==> config.mk <==
export PLATFORM = sky130hd
export DESIGN_NAME = loop_pma_ctrl
export DESIGN_NICKNAME = d
export VERILOG_FILES = /design/src/loop_pma_pkg.sv /design/src/loop_pma_ctrl.sv
export SDC_FILE = /design/constraint.sdc
export NUM_CORES = 1
export LEC_CHECK = 0
export BUFFER_PORTS_ARGS = -buffer_cell sky130_fd_sc_hd__buf_2
export CAP_MARGIN = 20
export CORE_AREA = 5 5 198 200
export CTS_BUF_LIST = sky130_fd_sc_hd__clkbuf_8
export DETAILED_ROUTE_END_ITERATION = 12
export DIE_AREA = 0 0 203 205
export GPL_ROUTABILITY_DRIVEN = 0
export HOLD_SLACK_MARGIN = 0.08
export RECOVER_POWER = 50
export SYNTH_ARGS = -nofsm -noshare
export SYNTH_HDL_FRONTEND = slang
export SYNTH_SLANG_ARGS = --single-unit
export TNS_END_PERCENT = 30
==> constraint.sdc <==
create_clock -name mclk -period 6.48 [get_ports mclk]
set_input_delay 1.296 -clock mclk [delete_from_list [all_inputs] [get_ports mclk]]
set_output_delay 1.296 -clock mclk [all_outputs]
set_load 0.05 [all_outputs]
==> src/loop_pma_pkg.sv <==
// shared constants, types and register map of the loopback and pma mode control
package loop_pma_pkg;

    // ==========================================
    // register map (byte addresses)
    localparam logic [7:0] LOOP_CTRL_OFS = 8'h00;
    localparam logic [7:0] PMA_CTRL_OFS = 8'h04;
    localparam logic [7:0] PCS_TYPE_OFS = 8'h08;
    localparam logic [7:0] PCS_MODE_OFS = 8'h0C;
    localparam logic [7:0] STATUS_OFS = 8'h10;

    // ==========================================
    // reset values and writable masks
    localparam logic [15:0] LOOP_CTRL_RST = 16'h0400;
    localparam logic [15:0] LOOP_CTRL_WMASK = 16'h0FFF;
    localparam logic [15:0] PMA_CTRL_RST = 16'h0001;
    localparam logic [15:0] PMA_CTRL_WMASK = 16'h01FF;
    localparam logic PCS_TYPE_RST = 1'h0;
    localparam logic [1:0] PCS_MODE_RST = 2'h0;
    localparam logic [1:0] PCS_MODE_WAN = 2'h2;

    // ==========================================
    // axi responses
    localparam logic [1:0] RESP_OKAY = 2'h0;
    localparam logic [1:0] RESP_DECERR = 2'h3;

    // ==========================================
    // data words
    localparam int WORD_W = 64;
    localparam logic [63:0] IDLE_PATTERN = 64'h00FF00FF00FF00FF;
    localparam logic [63:0] ALL_ZEROS = 64'h0000000000000000;
    localparam logic [63:0] ALL_ONES = 64'hFFFFFFFFFFFFFFFF;

    // ==========================================
    // loop enable vector positions
    localparam int LB_A = 0;
    localparam int LB_B = 1;
    localparam int LB_C = 2;
    localparam int LB_D = 3;
    localparam int LB_E = 4;
    localparam int LB_F = 5;
    localparam int LB_G = 6;
    localparam int LB_H = 7;
    localparam int LB_J = 8;
    localparam int LB_K = 9;
    localparam int NUM_LOOPS = 10;

    // ==========================================
    // synchronised pin positions and values after reset
    localparam int PIN_SPLIT = 0;
    localparam int PIN_TENBIT = 1;
    localparam int PIN_SIXTEEN = 2;
    localparam int PIN_SPLIT_N = 3;
    localparam int PIN_TX_EN = 4;
    localparam int PIN_REF_RATE = 5;
    localparam int PIN_WAN_SEL = 6;
    localparam int NUM_PINS = 7;
    localparam logic [6:0] PIN_RST = 7'h18;

    // ==========================================
    // types
    typedef struct packed {
        logic [3:0] rsvd;
        logic xs_rx_sigdet_ovr;
        logic pma_net_loop_disable;
        logic wis_sys_loop;
        logic pma_sys_loop;
        logic wis_net_loop;
        logic pcs_sys_loop;
        logic gearbox_net_loop;
        logic pcs_fifo_sys_loop;
        logic shallow_net_loop;
        logic deep_sys_loop;
        logic shallow_sys_loop;
        logic deep_net_loop;
    } loop_ctrl_t;

    typedef struct packed {
        logic [6:0] rsvd;
        logic [1:0] tx_src_sel;
        logic serial_tx_source_override;
        logic wan_select_force;
        logic wan_select_override;
        logic wan_ref_rate_force;
        logic wan_ref_rate_override;
        logic linetiming_force;
        logic tx_bit_order_sel;
    } pma_ctrl_t;

    typedef enum logic [1:0] {
        SRC_PATTERN = 2'h0,
        SRC_ZEROS = 2'h1,
        SRC_ONES = 2'h2,
        SRC_NORMAL = 2'h3
    } tx_src_t;

    typedef enum logic [1:0] {
        RT_LAN = 2'h0,
        RT_WAN = 2'h1,
        RT_LINE = 2'h2
    } retime_src_t;

    typedef enum logic [2:0] {
        REG_LOOP = 3'h0,
        REG_PMA = 3'h1,
        REG_TYPE = 3'h2,
        REG_MODE = 3'h3,
        REG_STAT = 3'h4,
        REG_NONE = 3'h7
    } reg_sel_t;

endpackage

==> src/loop_pma_ctrl.sv <==
// loopback selection and pma mode control with an axi4-lite register slave
// Contract
// - deep net loop: deep bit set, shallow clear
// - loop A mirrors rx; off with split pin
// - shallow sys loop: bit, 10b or split pin
// - deep sys loop returns xaui, forwards xfi
// - shallow net loop: bit, both, split pin
// - pcs fifo loop sends 00FF on xfi
// - gearbox net loop returns rx, mirrors egress
// - pcs sys loop: bit or 16b pin, 00FF
// - wis net loop returns and mirrors rx
// - pma/wis sys loop: bits or pin low
// - pma net loop: bit low or pin low
// - split pin high enables B and D
// - split pin low enables J and K
// - transmitter takes 64-bit parallel words
// - bit order resets to lsb first
// - tx enable pin low mutes output
// - linetime force resets 0, status reports it
// - ref rate from pin unless overridden
// - wan status from pin, type, mode, override
// - pcs type/mode writes raise controller interrupt
// - system loop xfi source override field
// - retime clock from wan and linetime status
//
// The AXI4-Lite register port and the address map were decided locally.
`timescale 1ns/1ps
module loop_pma_ctrl
    import loop_pma_pkg::*;
#(
    parameter int ADDR_W = 8
) (
    input wire logic mclk,
    input wire logic reset,
    input wire logic [ADDR_W-1:0] s_axi_awaddr,
    input wire logic [2:0] s_axi_awprot,
    input wire logic s_axi_awvalid,
    output logic s_axi_awready,
    input wire logic [31:0] s_axi_wdata,
    input wire logic [3:0] s_axi_wstrb,
    input wire logic s_axi_wvalid,
    output logic s_axi_wready,
    output logic [1:0] s_axi_bresp,
    output logic s_axi_bvalid,
    input wire logic s_axi_bready,
    input wire logic [ADDR_W-1:0] s_axi_araddr,
    input wire logic [2:0] s_axi_arprot,
    input wire logic s_axi_arvalid,
    output logic s_axi_arready,
    output logic [31:0] s_axi_rdata,
    output logic [1:0] s_axi_rresp,
    output logic s_axi_rvalid,
    input wire logic s_axi_rready,
    input wire logic xaui_split_loop_pin,
    input wire logic tenbit_loop_pin,
    input wire logic sixteenbit_loop_pin,
    input wire logic pma_split_loop_pin_n,
    input wire logic serial_tx_enable_pin,
    input wire logic wan_ref_rate_pin,
    input wire logic wan_select_pin,
    input wire logic [WORD_W-1:0] pcs_tx_word,
    input wire logic pcs_tx_valid,
    input wire logic [WORD_W-1:0] pcs_rx_word,
    input wire logic [WORD_W-1:0] xaui_rx_word,
    input wire logic [WORD_W-1:0] serial_rx_word,
    output logic [WORD_W-1:0] serial_tx_out,
    output logic serial_tx_valid,
    output logic [WORD_W-1:0] xaui_egress_lanes,
    output logic [NUM_LOOPS-1:0] loop_en,
    output retime_src_t retime_src,
    output logic xaui_retime_recovered,
    output logic xaui_rx_sigdet_force,
    output logic linetime_status,
    output logic wan_active_status,
    output logic wan_ref_rate_status,
    output logic wan_ref_rate_pin_state,
    output logic wan_select_pin_state,
    output logic uc_irq
);

    // ==========================================
    // helpers
    function automatic reg_sel_t reg_decode(input logic [ADDR_W-1:0] addr);
        reg_sel_t sel;
        sel = REG_NONE;
        if (addr[1:0] == 2'h0) begin
            unique case (addr[7:0])
                LOOP_CTRL_OFS: sel = REG_LOOP;
                PMA_CTRL_OFS: sel = REG_PMA;
                PCS_TYPE_OFS: sel = REG_TYPE;
                PCS_MODE_OFS: sel = REG_MODE;
                STATUS_OFS: sel = REG_STAT;
                default: sel = REG_NONE;
            endcase
        end
        return sel;
    endfunction

    function automatic logic [WORD_W-1:0] bit_reverse(input logic [WORD_W-1:0] w);
        logic [WORD_W-1:0] r;
        r = '0;
        for (int i = 0; i < WORD_W; i++) begin
            r[i] = w[WORD_W-1-i];
        end
        return r;
    endfunction

    // ==========================================
    // pin synchronisers
    logic [NUM_PINS-1:0] pin_raw;
    logic [NUM_PINS-1:0] pin_meta_r;
    logic [NUM_PINS-1:0] pin_r;

    assign pin_raw = {wan_select_pin, wan_ref_rate_pin, serial_tx_enable_pin,
        pma_split_loop_pin_n, sixteenbit_loop_pin, tenbit_loop_pin, xaui_split_loop_pin};

    genvar gp;
    generate
        for (gp = 0; gp < NUM_PINS; gp++) begin : g_pin_sync
            always_ff @(posedge mclk or posedge reset) begin
                if (reset) begin
                    pin_meta_r[gp] <= PIN_RST[gp];
                    pin_r[gp] <= PIN_RST[gp];
                end else begin
                    pin_meta_r[gp] <= pin_raw[gp];
                    pin_r[gp] <= pin_meta_r[gp];
                end
            end
        end
    endgenerate

    // ==========================================
    // register slave
    typedef enum logic [1:0] {
        WR_IDLE = 2'b01,
        WR_RESP = 2'b10
    } wr_state_t;
    typedef enum logic [1:0] {
        RD_IDLE = 2'b01,
        RD_RESP = 2'b10
    } rd_state_t;

    wr_state_t wr_state_r, wr_state_nxt;
    rd_state_t rd_state_r, rd_state_nxt;
    loop_ctrl_t loop_ctrl_r, loop_ctrl_nxt;
    pma_ctrl_t pma_ctrl_r, pma_ctrl_nxt;
    logic pcs_type_r, pcs_type_nxt;
    logic [1:0] pcs_mode_r, pcs_mode_nxt;
    logic [1:0] bresp_r, bresp_nxt;
    logic [31:0] rdata_r, rdata_nxt;
    logic [1:0] rresp_r, rresp_nxt;
    logic irq_r, irq_nxt;
    logic wr_fire;
    logic [15:0] wmask;
    logic [15:0] wval;
    reg_sel_t wr_sel;
    reg_sel_t rd_sel;
    logic [15:0] status_word;

    assign wr_fire = (wr_state_r == WR_IDLE) && s_axi_awvalid && s_axi_wvalid;
    assign s_axi_awready = wr_fire;
    assign s_axi_wready = wr_fire;
    assign s_axi_bvalid = (wr_state_r == WR_RESP);
    assign s_axi_bresp = bresp_r;
    assign s_axi_arready = (rd_state_r == RD_IDLE);
    assign s_axi_rvalid = (rd_state_r == RD_RESP);
    assign s_axi_rdata = rdata_r;
    assign s_axi_rresp = rresp_r;
    assign wr_sel = reg_decode(s_axi_awaddr);
    assign rd_sel = reg_decode(s_axi_araddr);
    assign wmask = {{8{s_axi_wstrb[1]}}, {8{s_axi_wstrb[0]}}};
    assign wval = s_axi_wdata[15:0];

    always_comb begin
        wr_state_nxt = wr_state_r;
        loop_ctrl_nxt = loop_ctrl_r;
        pma_ctrl_nxt = pma_ctrl_r;
        pcs_type_nxt = pcs_type_r;
        pcs_mode_nxt = pcs_mode_r;
        bresp_nxt = bresp_r;
        irq_nxt = 1'b0;
        unique case (wr_state_r)
            WR_IDLE: begin
                if (wr_fire) begin
                    wr_state_nxt = WR_RESP;
                    bresp_nxt = (wr_sel == REG_NONE) ? RESP_DECERR : RESP_OKAY;
                    unique case (wr_sel)
                        REG_LOOP: loop_ctrl_nxt = loop_ctrl_t'((loop_ctrl_r & ~(wmask
                            & LOOP_CTRL_WMASK)) | (wval & wmask & LOOP_CTRL_WMASK));
                        REG_PMA: pma_ctrl_nxt = pma_ctrl_t'((pma_ctrl_r & ~(wmask
                            & PMA_CTRL_WMASK)) | (wval & wmask & PMA_CTRL_WMASK));
                        REG_TYPE: begin
                            if (s_axi_wstrb[0]) begin
                                pcs_type_nxt = wval[0];
                            end
                            irq_nxt = 1'b1;
                        end
                        REG_MODE: begin
                            if (s_axi_wstrb[0]) begin
                                pcs_mode_nxt = wval[1:0];
                            end
                            irq_nxt = 1'b1;
                        end
                        default: ;
                    endcase
                end
            end
            WR_RESP: begin
                if (s_axi_bready) begin
                    wr_state_nxt = WR_IDLE;
                end
            end
        endcase
    end

    always_comb begin
        rd_state_nxt = rd_state_r;
        rdata_nxt = rdata_r;
        rresp_nxt = rresp_r;
        unique case (rd_state_r)
            RD_IDLE: begin
                if (s_axi_arvalid) begin
                    rd_state_nxt = RD_RESP;
                    rresp_nxt = (rd_sel == REG_NONE) ? RESP_DECERR : RESP_OKAY;
                    unique case (rd_sel)
                        REG_LOOP: rdata_nxt = {16'h0000, loop_ctrl_r};
                        REG_PMA: rdata_nxt = {16'h0000, pma_ctrl_r};
                        REG_TYPE: rdata_nxt = {31'h00000000, pcs_type_r};
                        REG_MODE: rdata_nxt = {30'h00000000, pcs_mode_r};
                        REG_STAT: rdata_nxt = {16'h0000, status_word};
                        default: rdata_nxt = 32'h00000000;
                    endcase
                end
            end
            RD_RESP: begin
                if (s_axi_rready) begin
                    rd_state_nxt = RD_IDLE;
                end
            end
        endcase
    end

    always_ff @(posedge mclk or posedge reset) begin
        if (reset) begin
            wr_state_r <= WR_IDLE;
            rd_state_r <= RD_IDLE;
            loop_ctrl_r <= LOOP_CTRL_RST;
            pma_ctrl_r <= PMA_CTRL_RST;
            pcs_type_r <= PCS_TYPE_RST;
            pcs_mode_r <= PCS_MODE_RST;
            bresp_r <= RESP_OKAY;
            rdata_r <= 32'h00000000;
            rresp_r <= RESP_OKAY;
            irq_r <= 1'b0;
        end else begin
            wr_state_r <= wr_state_nxt;
            rd_state_r <= rd_state_nxt;
            loop_ctrl_r <= loop_ctrl_nxt;
            pma_ctrl_r <= pma_ctrl_nxt;
            pcs_type_r <= pcs_type_nxt;
            pcs_mode_r <= pcs_mode_nxt;
            bresp_r <= bresp_nxt;
            rdata_r <= rdata_nxt;
            rresp_r <= rresp_nxt;
            irq_r <= irq_nxt;
        end
    end

    assign uc_irq = irq_r;

    // ==========================================
    // loop enables and mode status
    logic split_hi;
    logic split_lo;
    logic [NUM_LOOPS-1:0] loop_en_nxt;
    logic [NUM_LOOPS-1:0] loop_en_r;
    logic wan_nxt;
    logic rate_nxt;
    retime_src_t retime_nxt;
    logic [4:0] mode_r;

    assign split_hi = pin_r[PIN_SPLIT];
    assign split_lo = !pin_r[PIN_SPLIT_N];

    always_comb begin
        loop_en_nxt = '0;
        loop_en_nxt[LB_A] = loop_ctrl_r.deep_net_loop && !loop_ctrl_r.shallow_sys_loop
            && !split_hi;
        loop_en_nxt[LB_B] = loop_ctrl_r.shallow_sys_loop || pin_r[PIN_TENBIT]
            || split_hi;
        loop_en_nxt[LB_C] = loop_ctrl_r.deep_sys_loop;
        loop_en_nxt[LB_D] = loop_ctrl_r.shallow_net_loop || (loop_ctrl_r.deep_net_loop
            && loop_ctrl_r.shallow_sys_loop) || split_hi;
        loop_en_nxt[LB_E] = loop_ctrl_r.pcs_fifo_sys_loop;
        loop_en_nxt[LB_F] = loop_ctrl_r.gearbox_net_loop;
        loop_en_nxt[LB_G] = loop_ctrl_r.pcs_sys_loop || pin_r[PIN_SIXTEEN];
        loop_en_nxt[LB_H] = loop_ctrl_r.wis_net_loop;
        loop_en_nxt[LB_J] = loop_ctrl_r.pma_sys_loop || loop_ctrl_r.wis_sys_loop
            || split_lo;
        loop_en_nxt[LB_K] = !loop_ctrl_r.pma_net_loop_disable || split_lo;
        rate_nxt = pma_ctrl_r.wan_ref_rate_override ? pma_ctrl_r.wan_ref_rate_force
            : pin_r[PIN_REF_RATE];
        wan_nxt = pma_ctrl_r.wan_select_override ? pma_ctrl_r.wan_select_force
            : (pin_r[PIN_WAN_SEL] || pcs_type_r || (pcs_mode_r == PCS_MODE_WAN));
        if (pma_ctrl_r.linetiming_force) begin
            retime_nxt = RT_LINE;
        end else if (wan_nxt) begin
            retime_nxt = RT_WAN;
        end else begin
            retime_nxt = RT_LAN;
        end
        // split loop D without loop K retimes from the local reference, ignoring linetiming
        if (split_hi && !loop_en_nxt[LB_K]) begin
            retime_nxt = wan_nxt ? RT_WAN : RT_LAN;
        end
    end

    always_ff @(posedge mclk or posedge reset) begin
        if (reset) begin
            loop_en_r <= '0;
            mode_r <= 5'h00;
            retime_src <= RT_LAN;
        end else begin
            loop_en_r <= loop_en_nxt;
            mode_r <= {pin_r[PIN_WAN_SEL], pin_r[PIN_REF_RATE], rate_nxt, wan_nxt,
                pma_ctrl_r.linetiming_force};
            retime_src <= retime_nxt;
        end
    end

    assign loop_en = loop_en_r;
    assign linetime_status = mode_r[0];
    assign wan_active_status = mode_r[1];
    assign wan_ref_rate_status = mode_r[2];
    assign wan_ref_rate_pin_state = mode_r[3];
    assign wan_select_pin_state = mode_r[4];
    assign xaui_rx_sigdet_force = loop_ctrl_r.xs_rx_sigdet_ovr;
    assign xaui_retime_recovered = loop_en_r[LB_B];
    assign status_word = {1'b0, mode_r, loop_en_r};

    // ==========================================
    // datapath steering
    logic net_loop;
    logic sys_pattern_loop;
    logic sys_mirror_loop;
    logic [WORD_W-1:0] tx_word;
    logic [WORD_W-1:0] tx_nxt;
    logic [WORD_W-1:0] egress_nxt;
    logic [WORD_W-1:0] tx_out_r;
    logic tx_valid_r;
    logic [WORD_W-1:0] egress_r;

    assign net_loop = loop_en_r[LB_A] || loop_en_r[LB_D] || loop_en_r[LB_F]
        || loop_en_r[LB_H] || loop_en_r[LB_K];
    assign sys_pattern_loop = loop_en_r[LB_E] || loop_en_r[LB_G] || loop_en_r[LB_J];
    assign sys_mirror_loop = loop_en_r[LB_B] || loop_en_r[LB_C];

    always_comb begin
        tx_word = pcs_tx_word;
        if (net_loop) begin
            tx_word = serial_rx_word;
        end else if (sys_pattern_loop || sys_mirror_loop) begin
            if (pma_ctrl_r.serial_tx_source_override) begin
                unique case (tx_src_t'(pma_ctrl_r.tx_src_sel))
                    SRC_PATTERN: tx_word = IDLE_PATTERN;
                    SRC_ZEROS: tx_word = ALL_ZEROS;
                    SRC_ONES: tx_word = ALL_ONES;
                    SRC_NORMAL: tx_word = pcs_tx_word;
                endcase
            end else if (sys_pattern_loop) begin
                tx_word = IDLE_PATTERN;
            end
        end
        if (!pin_r[PIN_TX_EN]) begin
            tx_nxt = ALL_ZEROS;
        end else if (pma_ctrl_r.tx_bit_order_sel) begin
            tx_nxt = tx_word;
        end else begin
            tx_nxt = bit_reverse(tx_word);
        end
        egress_nxt = pcs_rx_word;
        if (sys_mirror_loop || sys_pattern_loop) begin
            egress_nxt = xaui_rx_word;
        end else if (net_loop) begin
            egress_nxt = serial_rx_word;
        end
    end

    always_ff @(posedge mclk or posedge reset) begin
        if (reset) begin
            tx_out_r <= ALL_ZEROS;
            tx_valid_r <= 1'b0;
            egress_r <= ALL_ZEROS;
        end else begin
            tx_out_r <= tx_nxt;
            tx_valid_r <= pcs_tx_valid || net_loop || sys_pattern_loop;
            egress_r <= egress_nxt;
        end
    end

    assign serial_tx_out = tx_out_r;
    assign serial_tx_valid = tx_valid_r;
    assign xaui_egress_lanes = egress_r;

    // ==========================================
    // assertions
    property p_deep_net_gate;
        @(posedge mclk) disable iff (reset)
        loop_en[LB_A] |-> $past(loop_ctrl_r.deep_net_loop) && !$past(split_hi)
            && !$past(loop_ctrl_r.shallow_sys_loop);
    endproperty
    a_deep_net_gate: assert property (p_deep_net_gate)
        else $error("deep net loop active without its controls");

    property p_split_hi;
        @(posedge mclk) disable iff (reset)
        split_hi |=> loop_en[LB_B] && loop_en[LB_D] && !loop_en[LB_A];
    endproperty
    a_split_hi: assert property (p_split_hi)
        else $error("split pin high did not enable B and D");

    property p_split_lo;
        @(posedge mclk) disable iff (reset)
        split_lo |=> loop_en[LB_J] && loop_en[LB_K];
    endproperty
    a_split_lo: assert property (p_split_lo)
        else $error("split pin low did not enable J and K");

    property p_mute;
        @(posedge mclk) disable iff (reset)
        !pin_r[PIN_TX_EN] |=> serial_tx_out == ALL_ZEROS;
    endproperty
    a_mute: assert property (p_mute)
        else $error("serial output not muted");

    property p_pattern;
        @(posedge mclk) disable iff (reset)
        sys_pattern_loop && !net_loop && pin_r[PIN_TX_EN]
            && !pma_ctrl_r.serial_tx_source_override && pma_ctrl_r.tx_bit_order_sel
            |=> serial_tx_out == IDLE_PATTERN;
    endproperty
    a_pattern: assert property (p_pattern)
        else $error("system loop did not send idle pattern");

    property p_net_return;
        @(posedge mclk) disable iff (reset)
        loop_en[LB_K] && pin_r[PIN_TX_EN] && pma_ctrl_r.tx_bit_order_sel
            |=> serial_tx_out == $past(serial_rx_word);
    endproperty
    a_net_return: assert property (p_net_return)
        else $error("network loop did not return rx word");

    property p_irq;
        @(posedge mclk) disable iff (reset)
        wr_fire && (wr_sel == REG_TYPE || wr_sel == REG_MODE) |=> uc_irq ##1 !uc_irq;
    endproperty
    a_irq: assert property (p_irq)
        else $error("pcs type or mode write gave no single interrupt pulse");

    property p_ref_rate;
        @(posedge mclk) disable iff (reset)
        !pma_ctrl_r.wan_ref_rate_override && $stable(pma_ctrl_r)
            |=> wan_ref_rate_status == $past(pin_r[PIN_REF_RATE]);
    endproperty
    a_ref_rate: assert property (p_ref_rate)
        else $error("reference rate status does not follow pin");

    property p_retime_line;
        @(posedge mclk) disable iff (reset)
        linetime_status && $stable(pma_ctrl_r) && !split_hi |=> retime_src == RT_LINE;
    endproperty
    a_retime_line: assert property (p_retime_line)
        else $error("linetiming did not select recovered clock");

    property p_bit_order_reset;
        @(posedge mclk)
        $fell(reset) |-> pma_ctrl_r.tx_bit_order_sel && !pma_ctrl_r.linetiming_force;
    endproperty
    a_bit_order_reset: assert property (p_bit_order_reset)
        else $error("pma control reset value wrong");

endmodule

==> impl_metrics.toml, run 1 <==
[cells_and_area]
stdcell_area_sq_um = 13800
drive_above_1_share = 0.423
area_growth_pct = 32.4
layout.cells.non_filler = 1966
final_core_util = 0.371
layout.nets = 1793

[clock_tree]
ctsHoldBuffers = 0
cts_setup_buffers = 0
cts_tree = "done"
cts.sinks = 206
cts.htree.levels = 2
cts_resized = 0
path_clk_slew_ps = 60
clock_path_buffers = 3
clk_latency_ps = 590
root_buffer = "clkbuf_8"
cts_buffers = 39

[logic_synthesis]
ys_types = 56
synth_edf_count = 0
async_reset_ff_frac = 1.00
synth_fa_ha_area_frac = 0
synth-seq-cells = 206
seq_area_frac_synth = 0.495
yosys_most_used_dff = "dfrtp_1"
synth_area_per_cell_sq_um = 10.1
synth_top_family_by_area = "compound AO/OA/AOI/OAI gates"
muxShareOfSynthArea = 0.0972
netlist_area_sq_um = 10400
synth-compound-area-share = 0.220
ys_warn_count = 0
synth_xor_area_frac = 0
synth_cells = 1034
synth-simple-area-share = 0.118

[routing]
drt-initial-drc-count = 499
drc = 0
vias_per_cell = 5.12
postRouteAntennaNets = 0
via_count = 10072
drt_pre_antenna_iters = 5
totalWireLength_um = 41200
wl_per_cell_um = 20.9

[placed_design]
port_buffers = 473
dp_hpwl_um = 29200
placed_area_sq_um = 13100
dp.cells = 1896

[global_routing]
grt_pass1_vias = 10280
antenna_found_initial = 6
grt_util_all_layers = 0.188
globalRouteOverflowTotal = 0
grt_max_degree = 121
grt_pass1_wl_um = 60900

[sta]
fmax_mhz = 213
worstMarginPinSlew_ps = 3220
hold_viol_final = 0
fin_skew_ps = 33.1
rsz0062_at_grt = "false"
hold_ws_ps = 347
period_share = 0.726
finalMaxSlewViolations = 118
fin_setup_tns_ps = 0
setup_viol = 0
period_minus_slack_ps = 4700
max_slew_margin = -1.15

[die]
die_y_um = 205
die_x_um = 203
dieArea_sq_um = 41600
core_area_sq_um = 37200
start_util = 0.280
rows = 71
pin_count = 519

[critical_path]
crit_fanout = 52
cp_data_arrival_time_ps = 5180
rr_worst_depth = 4
path_class = "flip-flop to flip-flop"
start_kind = "flip-flop"
critical_path.slowest_cell = "clkbuf_1"
max_stage_delay_ps = 2260
cp-end-kind = "flip-flop"
cp.required_ps = 6950
path_cells = "clkbuf_1 -> nor3_2 -> buf_4 -> a211oi_1"
reg2reg_slack_ps = 1780
r2r_end = "serial_tx_out[11]"

[worst_hold_path]
worstHoldEndpoint = "pin_r[1]"
min_from = "pin_meta_r[1]"
hold_depth = 0
min_path_type = "flip-flop to flip-flop"

[job]
max_cap_violations = 2

[power_and_ir_drop]
leakagePower_nw = 6.61
worst_ir_drop_vdd_uv = 161
power_density_nw_per_um2 = 242

[outcome]
violations = "capacitance limit, slew limit"
status = "finished, violations left"
layout make-up:
type	instances	area [sq um]
repair buffers	489	2490
diodes	4	10.0
inverters	41	155
well taps	474	593
flip-flops and latches	206	5170
fillers	3819	23400
multi-input cells	687	4620
clock buffers	47	647
clock inverters	18	130
synthesized netlist by cell type, types with 2 or more instances:
cell,number,share of area
a2111oi_0,8,0.0067
a211o_1,2,0.0017
a211oi_1,122,0.088
a211oi_2,2,0.0024
a21oi_1,9,0.0043
a22o_1,9,0.0076
a22oi_1,5,0.0036
a31oi_1,65,0.039
and4b_1,2,0.0019
buf_1,10,0.0036
buf_2,21,0.010
buf_4,29,0.021
clkbuf_1,56,0.020
dfrtp_1,198,0.47
dfstp_2,8,0.020
inv_1,41,0.015
mux2_2,80,0.086
mux2i_1,9,0.0086
nand2_1,148,0.053
nand2b_1,2,0.0012
nand3_1,4,0.0019
nor2_1,73,0.026
nor2b_1,12,0.0072
nor3_1,6,0.0029
nor3b_1,2,0.0014
nor4_1,3,0.0018
o21a_1,2,0.0014
o21ai_0,10,0.0048
o21ai_1,2,0.00096
o221ai_1,54,0.045
o2bb2ai_1,7,0.0059
o31a_1,2,0.0017
o31ai_1,3,0.0022
or2_2,3,0.0018
or3_1,4,0.0024
worst max-delay path: cells and delay by family, from the launching register on:
kind | cells | cell delay, ps
buf+inv | 2 | 2750
flops | 1 | 830
compound gates | 1 | 310
simple gates | 1 | 660
routing by layer:
| layer | up-vias | part of all wire | track usage |
|---|---|---|---|
| met4 | 8 | 0.023 | 0.0553 |
| li1 | 4648 | - | - |
| met1 | 4869 | 0.40 | 0.229 |
| met5 | - | 0.0017 | 0 |
| met3 | 77 | 0.082 | 0.0567 |
| met2 | 470 | 0.50 | 0.321 |
cell usage in the layout, fill, tap and decap left out, types with 7 or more instances in the layout:
master and instances:
a22o_1 9, mux2i_1 9, a31oi_1 65, o2bb2ai_1 7, o221ai_1 54, inv_1 49
a211oi_1 122, clkbuf_8 47, conb_1 17, nor2_1 73, o21ai_0 9, nand2_1 147
mux2_2 79, buf_4 11, buf_2 456, clkbuf_1 19, dfrtp_1 198, a21oi_1 9
nor2b_1 12, a2111oi_0 8
kinds of logic (layout without fill, tap and decap cells):
family,Yosys count,count (layout)
buffers and inverters,157,595
muxes,90,90
AOI/OAI and AO/OA,308,308
DFF,206,206
and+or+nand+nor,272,272
other,1,21
power breakdown:
group          switching [W]  internal (W)  leakage, nW
sequential         0.0000292       0.00136         2.56
combinational       0.000485      0.000184         3.61
clock               0.000585      0.000704        0.435
total                0.00110       0.00225         6.61
worst max-delay path by stage:
stage | start | end
after floorplan | reset | asynchronous set/reset pin
after global placement | loop_en[0] | serial_tx_out[36]
after detailed placement | loop_en[0] | serial_tx_out[36]
after CTS | loop_en[0] | serial_tx_out[36]
after global routing | flip-flop | serial_tx_out[28]
final | flip-flop | serial_tx_out[11]
metrics by stage:
step                setup WS [ps]  power [W]
global route                 1410    0.00350
finish                       1780    0.00335
global placement             2950    0.00208
floorplan                    2520    0.00186
CTS                          2810    0.00341
detailed placement           2900    0.00209
Note: power is estimated with default switching activity, not from simulation.
==> run 2: changes to the inputs <==
--- a/config.mk
+++ b/config.mk
@@ -7,10 +7,10 @@
 export LEC_CHECK = 0
 export BUFFER_PORTS_ARGS = -buffer_cell sky130_fd_sc_hd__buf_2
 export CAP_MARGIN = 20
-export CORE_AREA = 5 5 198 200
+export CORE_AREA = 5 5 199 201
 export CTS_BUF_LIST = sky130_fd_sc_hd__clkbuf_8
 export DETAILED_ROUTE_END_ITERATION = 12
-export DIE_AREA = 0 0 203 205
+export DIE_AREA = 0 0 204 206
 export GPL_ROUTABILITY_DRIVEN = 0
 export HOLD_SLACK_MARGIN = 0.08
 export RECOVER_POWER = 50
==> constraint.sdc (replaced) <==
create_clock -name mclk -period 4.5 [get_ports mclk]
set_input_delay 0.9 -clock mclk [delete_from_list [all_inputs] [get_ports mclk]]
set_output_delay 0.9 -clock mclk [all_outputs]
set_load 0.05 [all_outputs]
==> run 2 against run 1 <==
- the run still ends with capacitance limit, slew limit left
- register-to-register slack worse by 170 ps
- final area up 0.98%
- clock power up 50%
==> impl_metrics.toml, run 2 (synthesis results as in run 1) <==
[clock_tree]
root_buffer = "clkbuf_8"
clock_path_buffers = 3
ctsHoldBuffers = 0
cts_buffers = 40
cts_resized = 0
cts_tree = "done"
cts_setup_buffers = 0
clk_latency_ps = 620
cts.htree.levels = 2
path_clk_slew_ps = 60
cts.sinks = 206

[placed_design]
dp_hpwl_um = 29800
placed_area_sq_um = 13200
port_buffers = 473

[critical_path]
rr_worst_depth = 4
crit_fanout = 25
path_cells = "or3_1 -> o21ai_4 -> o21ai_1 -> a2111oi_0"
cp.required_ps = 4920
reg2reg_slack_ps = 1610
crit_family = "compound AO/OA/AOI/OAI gates"
max_stage_delay_ps = 690
critical_path.slowest_cell = "o21ai_4"
reg2reg_from = "loop_en[8]"
r2r_end = "serial_tx_out[35]"
cp_data_arrival_time_ps = 3310
cp-end-kind = "flip-flop"
critPathBufInv = 0
path_class = "flip-flop to flip-flop"
start_kind = "flip-flop"

[routing]
drc = 0
wl_per_cell_um = 20.4
postRouteAntennaNets = 0
drt_pre_antenna_iters = 5
drt-initial-drc-count = 605
totalWireLength_um = 41100
vias_per_cell = 5.03
via_count = 10147

[global_routing]
grt_util_all_layers = 0.185
antenna_found_initial = 8
grt_max_degree = 122
grt_pass1_wl_um = 60600
globalRouteOverflowTotal = 0
grt_pass1_vias = 10280

[power_and_ir_drop]
p_clk_frac = 0.397
p_sw_frac = 0.330
pwr-share-comb = 0.194
leakagePower_nw = 6.61
total_power_w = 0.00489
power_density_nw_per_um2 = 351
power_frac_seq = 0.409
worst_ir_drop_vdd_uv = 271
p_int_w = 0.00328
switchingPower_w = 0.00162

[outcome]
status = "finished, violations left"
violations = "capacitance limit, slew limit"

[die]
die_x_um = 204
rows = 71
start_util = 0.279
dieArea_sq_um = 42000
die_y_um = 206
pin_count = 519
core_area_sq_um = 37400

[worst_hold_path]
min_path_type = "flip-flop to flip-flop"
worstHoldEndpoint = "pin_r[6]"
min_from = "pin_meta_r[6]"
hold_depth = 0

[sta]
fin_skew_ps = 47.5
worstMarginPinSlew_ps = 2200
period_minus_slack_ps = 2890
setup_viol = 0
fmax_mhz = 346
rsz0062_at_grt = "false"
hold_ws_ps = 348
fin_setup_tns_ps = 0
period_share = 0.642
finalMaxSlewViolations = 86
hold_viol_final = 0
max_slew_margin = -0.466

[cells_and_area]
multi_input_area_sq_um = 4630
final_cell_mix = "buf_2, dfrtp_1, nand2_1"
area_growth_pct = 33.7
stdcell_area_sq_um = 14000
layout_commonest_cell = "buf_2"
regArea_sq_um = 5170
nFillCells = 3860
layout.nets = 1797
drive_above_1_share = 0.412

[job]
max_cap_violations = 1
-- run 2: changes by cell type in the layout (fill, tap and decap cells not counted), moves of 3 or more --
cell      change
buf_2        -20
buf_4         +4
clkbuf_1     +18
diode_2       +3
inv_1         +5
-- run 2: worst reg2reg max path, stage by stage, from the launching register on --
cell	delay (ps)
dfrtp_1	450
or3_1	540
o21ai_4	690
o21ai_1	520
a2111oi_0	510
-- run 2: area by class of cell --
type	instances	area share
Sequential cell	206	0.370
Antenna cell	7	0.00126
Clock inverter	23	0.0117
Multi-Input combinational cell	687	0.332
Timing Repair Buffer	492	0.179
Inverter	41	0.0111
Tap cell	511	0.0458
Clock buffer	49	0.0483
-- run 2: power by group through the flow --
stage                     clock, W  combinational [W]  sequential (W)
after floorplan                  0           0.000352         0.00232
after global placement           0           0.000960         0.00203
after detailed placement         0           0.000966         0.00204
after CTS                  0.00200           0.000968         0.00201
after global routing       0.00209            0.00101         0.00201
final                      0.00194           0.000950         0.00200
-- run 2: how the worst max path moves through the flow --
stage                     from                          to  cells past startpoint
floorplan                reset  asynchronous set/reset pin                      1
global placement    loop_en[0]           serial_tx_out[35]                      5
detailed placement  loop_en[0]           serial_tx_out[35]                      5
CTS                 loop_en[8]           serial_tx_out[35]                      4
global route        loop_en[0]           serial_tx_out[35]                      5
finish              loop_en[8]           serial_tx_out[35]                      4
-- run 2: per-layer routing --
| layer | wire (um) | GRT usage | part of all wire | vias up |
|---|---|---|---|---|
| li1 | - | - | - | 4656 |
| met1 | 15800 | 0.218 | 0.38 | 4904 |
| met2 | 20500 | 0.318 | 0.50 | 501 |
| met3 | 3600 | 0.0554 | 0.087 | 78 |
| met4 | 1210 | 0.0713 | 0.029 | 8 |
| met5 | 53 | 0 | 0.0013 | - |
-- run 2: metrics by stage --
| stage | setup slack, ps | cells | util |
|---|---|---|---|
| after floorplan | 934 | 1050 | - |
| after global placement | 1650 | 1937 | 0.353 |
| final | 1610 | 2016 | 0.373 |
| after detailed placement | 1620 | 1937 | 0.353 |
| after global routing | 1340 | 2012 | 0.373 |
| after CTS | 1550 | 2009 | 0.375 |
==> run 3: changes to the inputs <==
--- a/config.mk
+++ b/config.mk
@@ -7,10 +7,10 @@
 export LEC_CHECK = 0
 export BUFFER_PORTS_ARGS = -buffer_cell sky130_fd_sc_hd__buf_2
 export CAP_MARGIN = 20
-export CORE_AREA = 5 5 199 201
+export CORE_AREA = 5 5 198 200
 export CTS_BUF_LIST = sky130_fd_sc_hd__clkbuf_8
 export DETAILED_ROUTE_END_ITERATION = 12
-export DIE_AREA = 0 0 204 206
+export DIE_AREA = 0 0 203 205
 export GPL_ROUTABILITY_DRIVEN = 0
 export HOLD_SLACK_MARGIN = 0.08
 export RECOVER_POWER = 50
==> constraint.sdc (replaced) <==
create_clock -name mclk -period 2.5 [get_ports mclk]
set_input_delay 0.5 -clock mclk [delete_from_list [all_inputs] [get_ports mclk]]
set_output_delay 0.5 -clock mclk [all_outputs]
set_load 0.05 [all_outputs]
==> run 3 against run 2 <==
- combinational power is 85% higher
- largest power group unchanged
- the run now ends clean
- setup slack got worse by 1400 ps
- maximum frequency is 25% higher
==> impl_metrics.toml, run 3 (synthesis results as in run 1) <==
[sta]
fin_ws_ps = 183
rsz0062_at_grt = "false"
setup_viol = 0
fin_skew_ps = 10.1
finalMaxSlewViolations = 0
fmax_mhz = 432
hold_viol_final = 0
max_slew_margin = 0.158
period_share = 0.927
period_minus_slack_ps = 2320
worstMarginPinSlew_ps = 1260

[critical_path]
cp.required_ps = 2930
crit_end = "serial_tx_out[9]"
r2r_end = "serial_tx_out[9]"
cp-end-kind = "flip-flop"
crit_fanout = 70
rr_worst_depth = 5
start_kind = "flip-flop"
cp-startpoint = "loop_en[0]"
reg2reg_slack_ps = 180
reg2reg_from = "loop_en[0]"
cp_data_arrival_time_ps = 2750
path_class = "flip-flop to flip-flop"

[cells_and_area]
layout.nets = 1825
final_core_util = 0.379
regArea_sq_um = 5170
nFillCells = 3795
antenna_cells = 0
final_cell_mix = "buf_2, dfrtp_1, nand2_1"
multi_input_area_sq_um = 4650
layout_commonest_cell = "buf_2"
layout.cells.non_filler = 1995
area_growth_pct = 35.3
drive_above_1_share = 0.409

[placed_design]
port_buffers = 473
dp.cells = 1920
place_ws_ps = 224
dp_hpwl_um = 30700

[clock_tree]
cts_setup_buffers = 0
root_buffer = "clkbuf_8"
cts.htree.levels = 2
ctsHoldBuffers = 9
cts_buffers = 39
cts_tree = "done"
cts.sinks = 206
clock_path_buffers = 3
clk_latency_ps = 580
cts_resized = 0
path_clk_slew_ps = 60

[power_and_ir_drop]
power_frac_seq = 0.424
p_sw_frac = 0.334
worst_ir_drop_vdd_uv = 508
power_density_nw_per_um2 = 603
total_power_w = 0.00851
switchingPower_w = 0.00285
p_int_w = 0.00566
leakagePower_nw = 6.72
pwr-share-comb = 0.207
p_clk_frac = 0.370

[routing]
drc = 0
vias_per_cell = 5.10
totalWireLength_um = 41700
drt-initial-drc-count = 667
wl_per_cell_um = 20.9
drt_pre_antenna_iters = 5
postRouteAntennaNets = 0
via_count = 10174

[die]
pin_count = 519
die_x_um = 203
die_y_um = 205
start_util = 0.280
core_area_sq_um = 37200
rows = 71
dieArea_sq_um = 41600

[global_routing]
grt_pass1_wl_um = 61800
grt_pass1_vias = 10574
grt_util_all_layers = 0.190
antenna_found_initial = 4
grt_max_degree = 91
globalRouteOverflowTotal = 0

[outcome]
status = "complete, no violations"

[worst_hold_path]
min_path_type = "input pin to flip-flop"

[job]
max_cap_violations = 0
[run 3: cell types whose count changed in the layout (fill, tap and decap cells not counted), moves of 2 or more]
cell           change
clkinv_2           -2
clkbuf_8           -4
clkbuf_1           +6
inv_1              +3
buf_2              -2
buf_4              +7
buf_12             +7
dlygate4sd3_1      +9
diode_2            -7
[run 3: metrics by stage]
step / hold slack (ps) / setup TNS [ps] / area [sq um]
2_1_floorplan: 331 / -131810 / 10500
3_3_place_gp: 333 / 0 / 13400
3_5_place_dp: 340 / 0 / 13400
4_1_cts: 90.5 / 0 / 14200
5_1_grt: 107 / 0 / 14100
6_report: 156 / 0 / 14100
[run 3: metal layers]
| layer | share of wire | wire (um) | track usage | vias to the layer above |
|---|---|---|---|---|
| met4 | 0.025 | 1030 | 0.0647 | 8 |
| met5 | 0.0012 | 52 | 0 | - |
| met1 | 0.40 | 16600 | 0.224 | 4915 |
| met2 | 0.50 | 20900 | 0.336 | 454 |
| li1 | - | - | - | 4715 |
| met3 | 0.076 | 3160 | 0.0519 | 82 |
[run 3: power by group through the flow]
stage | Combinational [W] | Sequential (W) | Clock [W]
floorplan | 0.000634 | 0.00418 | 0
global placement | 0.00177 | 0.00366 | 0
detailed placement | 0.00179 | 0.00366 | 0
CTS | 0.00180 | 0.00361 | 0.00328
global route | 0.00187 | 0.00363 | 0.00343
finish | 0.00176 | 0.00360 | 0.00315
[run 3: how the worst min path moves through the flow]
stage / startpoint / to / cells after the start
3_3_place_gp: pin_meta_r[5] / pin_r[5] / 0
2_1_floorplan: pin_meta_r[1] / pin_r[1] / 0
5_1_grt: s_axi_wdata[10] / flip-flop / 2
3_5_place_dp: pin_meta_r[1] / pin_r[1] / 0
4_1_cts: s_axi_bready / wr_state_r[1] / 2
6_report: s_axi_bready / wr_state_r[1] / 2
[run 3: critical path: stages, from the launching register on]
cell and delay [ps]:
dfrtp_1 420, or4_1 640, nor2_4 200, buf_12 300
o221ai_1 160, a211oi_1 370
[run 3: final cells by class]
type                            instances  area share
Tap cell                              474      0.0420
Clock buffer                           45      0.0439
Inverter                               41      0.0110
Sequential cell                       206       0.366
Timing Repair Buffer                  521       0.199
Clock inverter                         21     0.00798
Multi-Input combinational cell        687       0.329
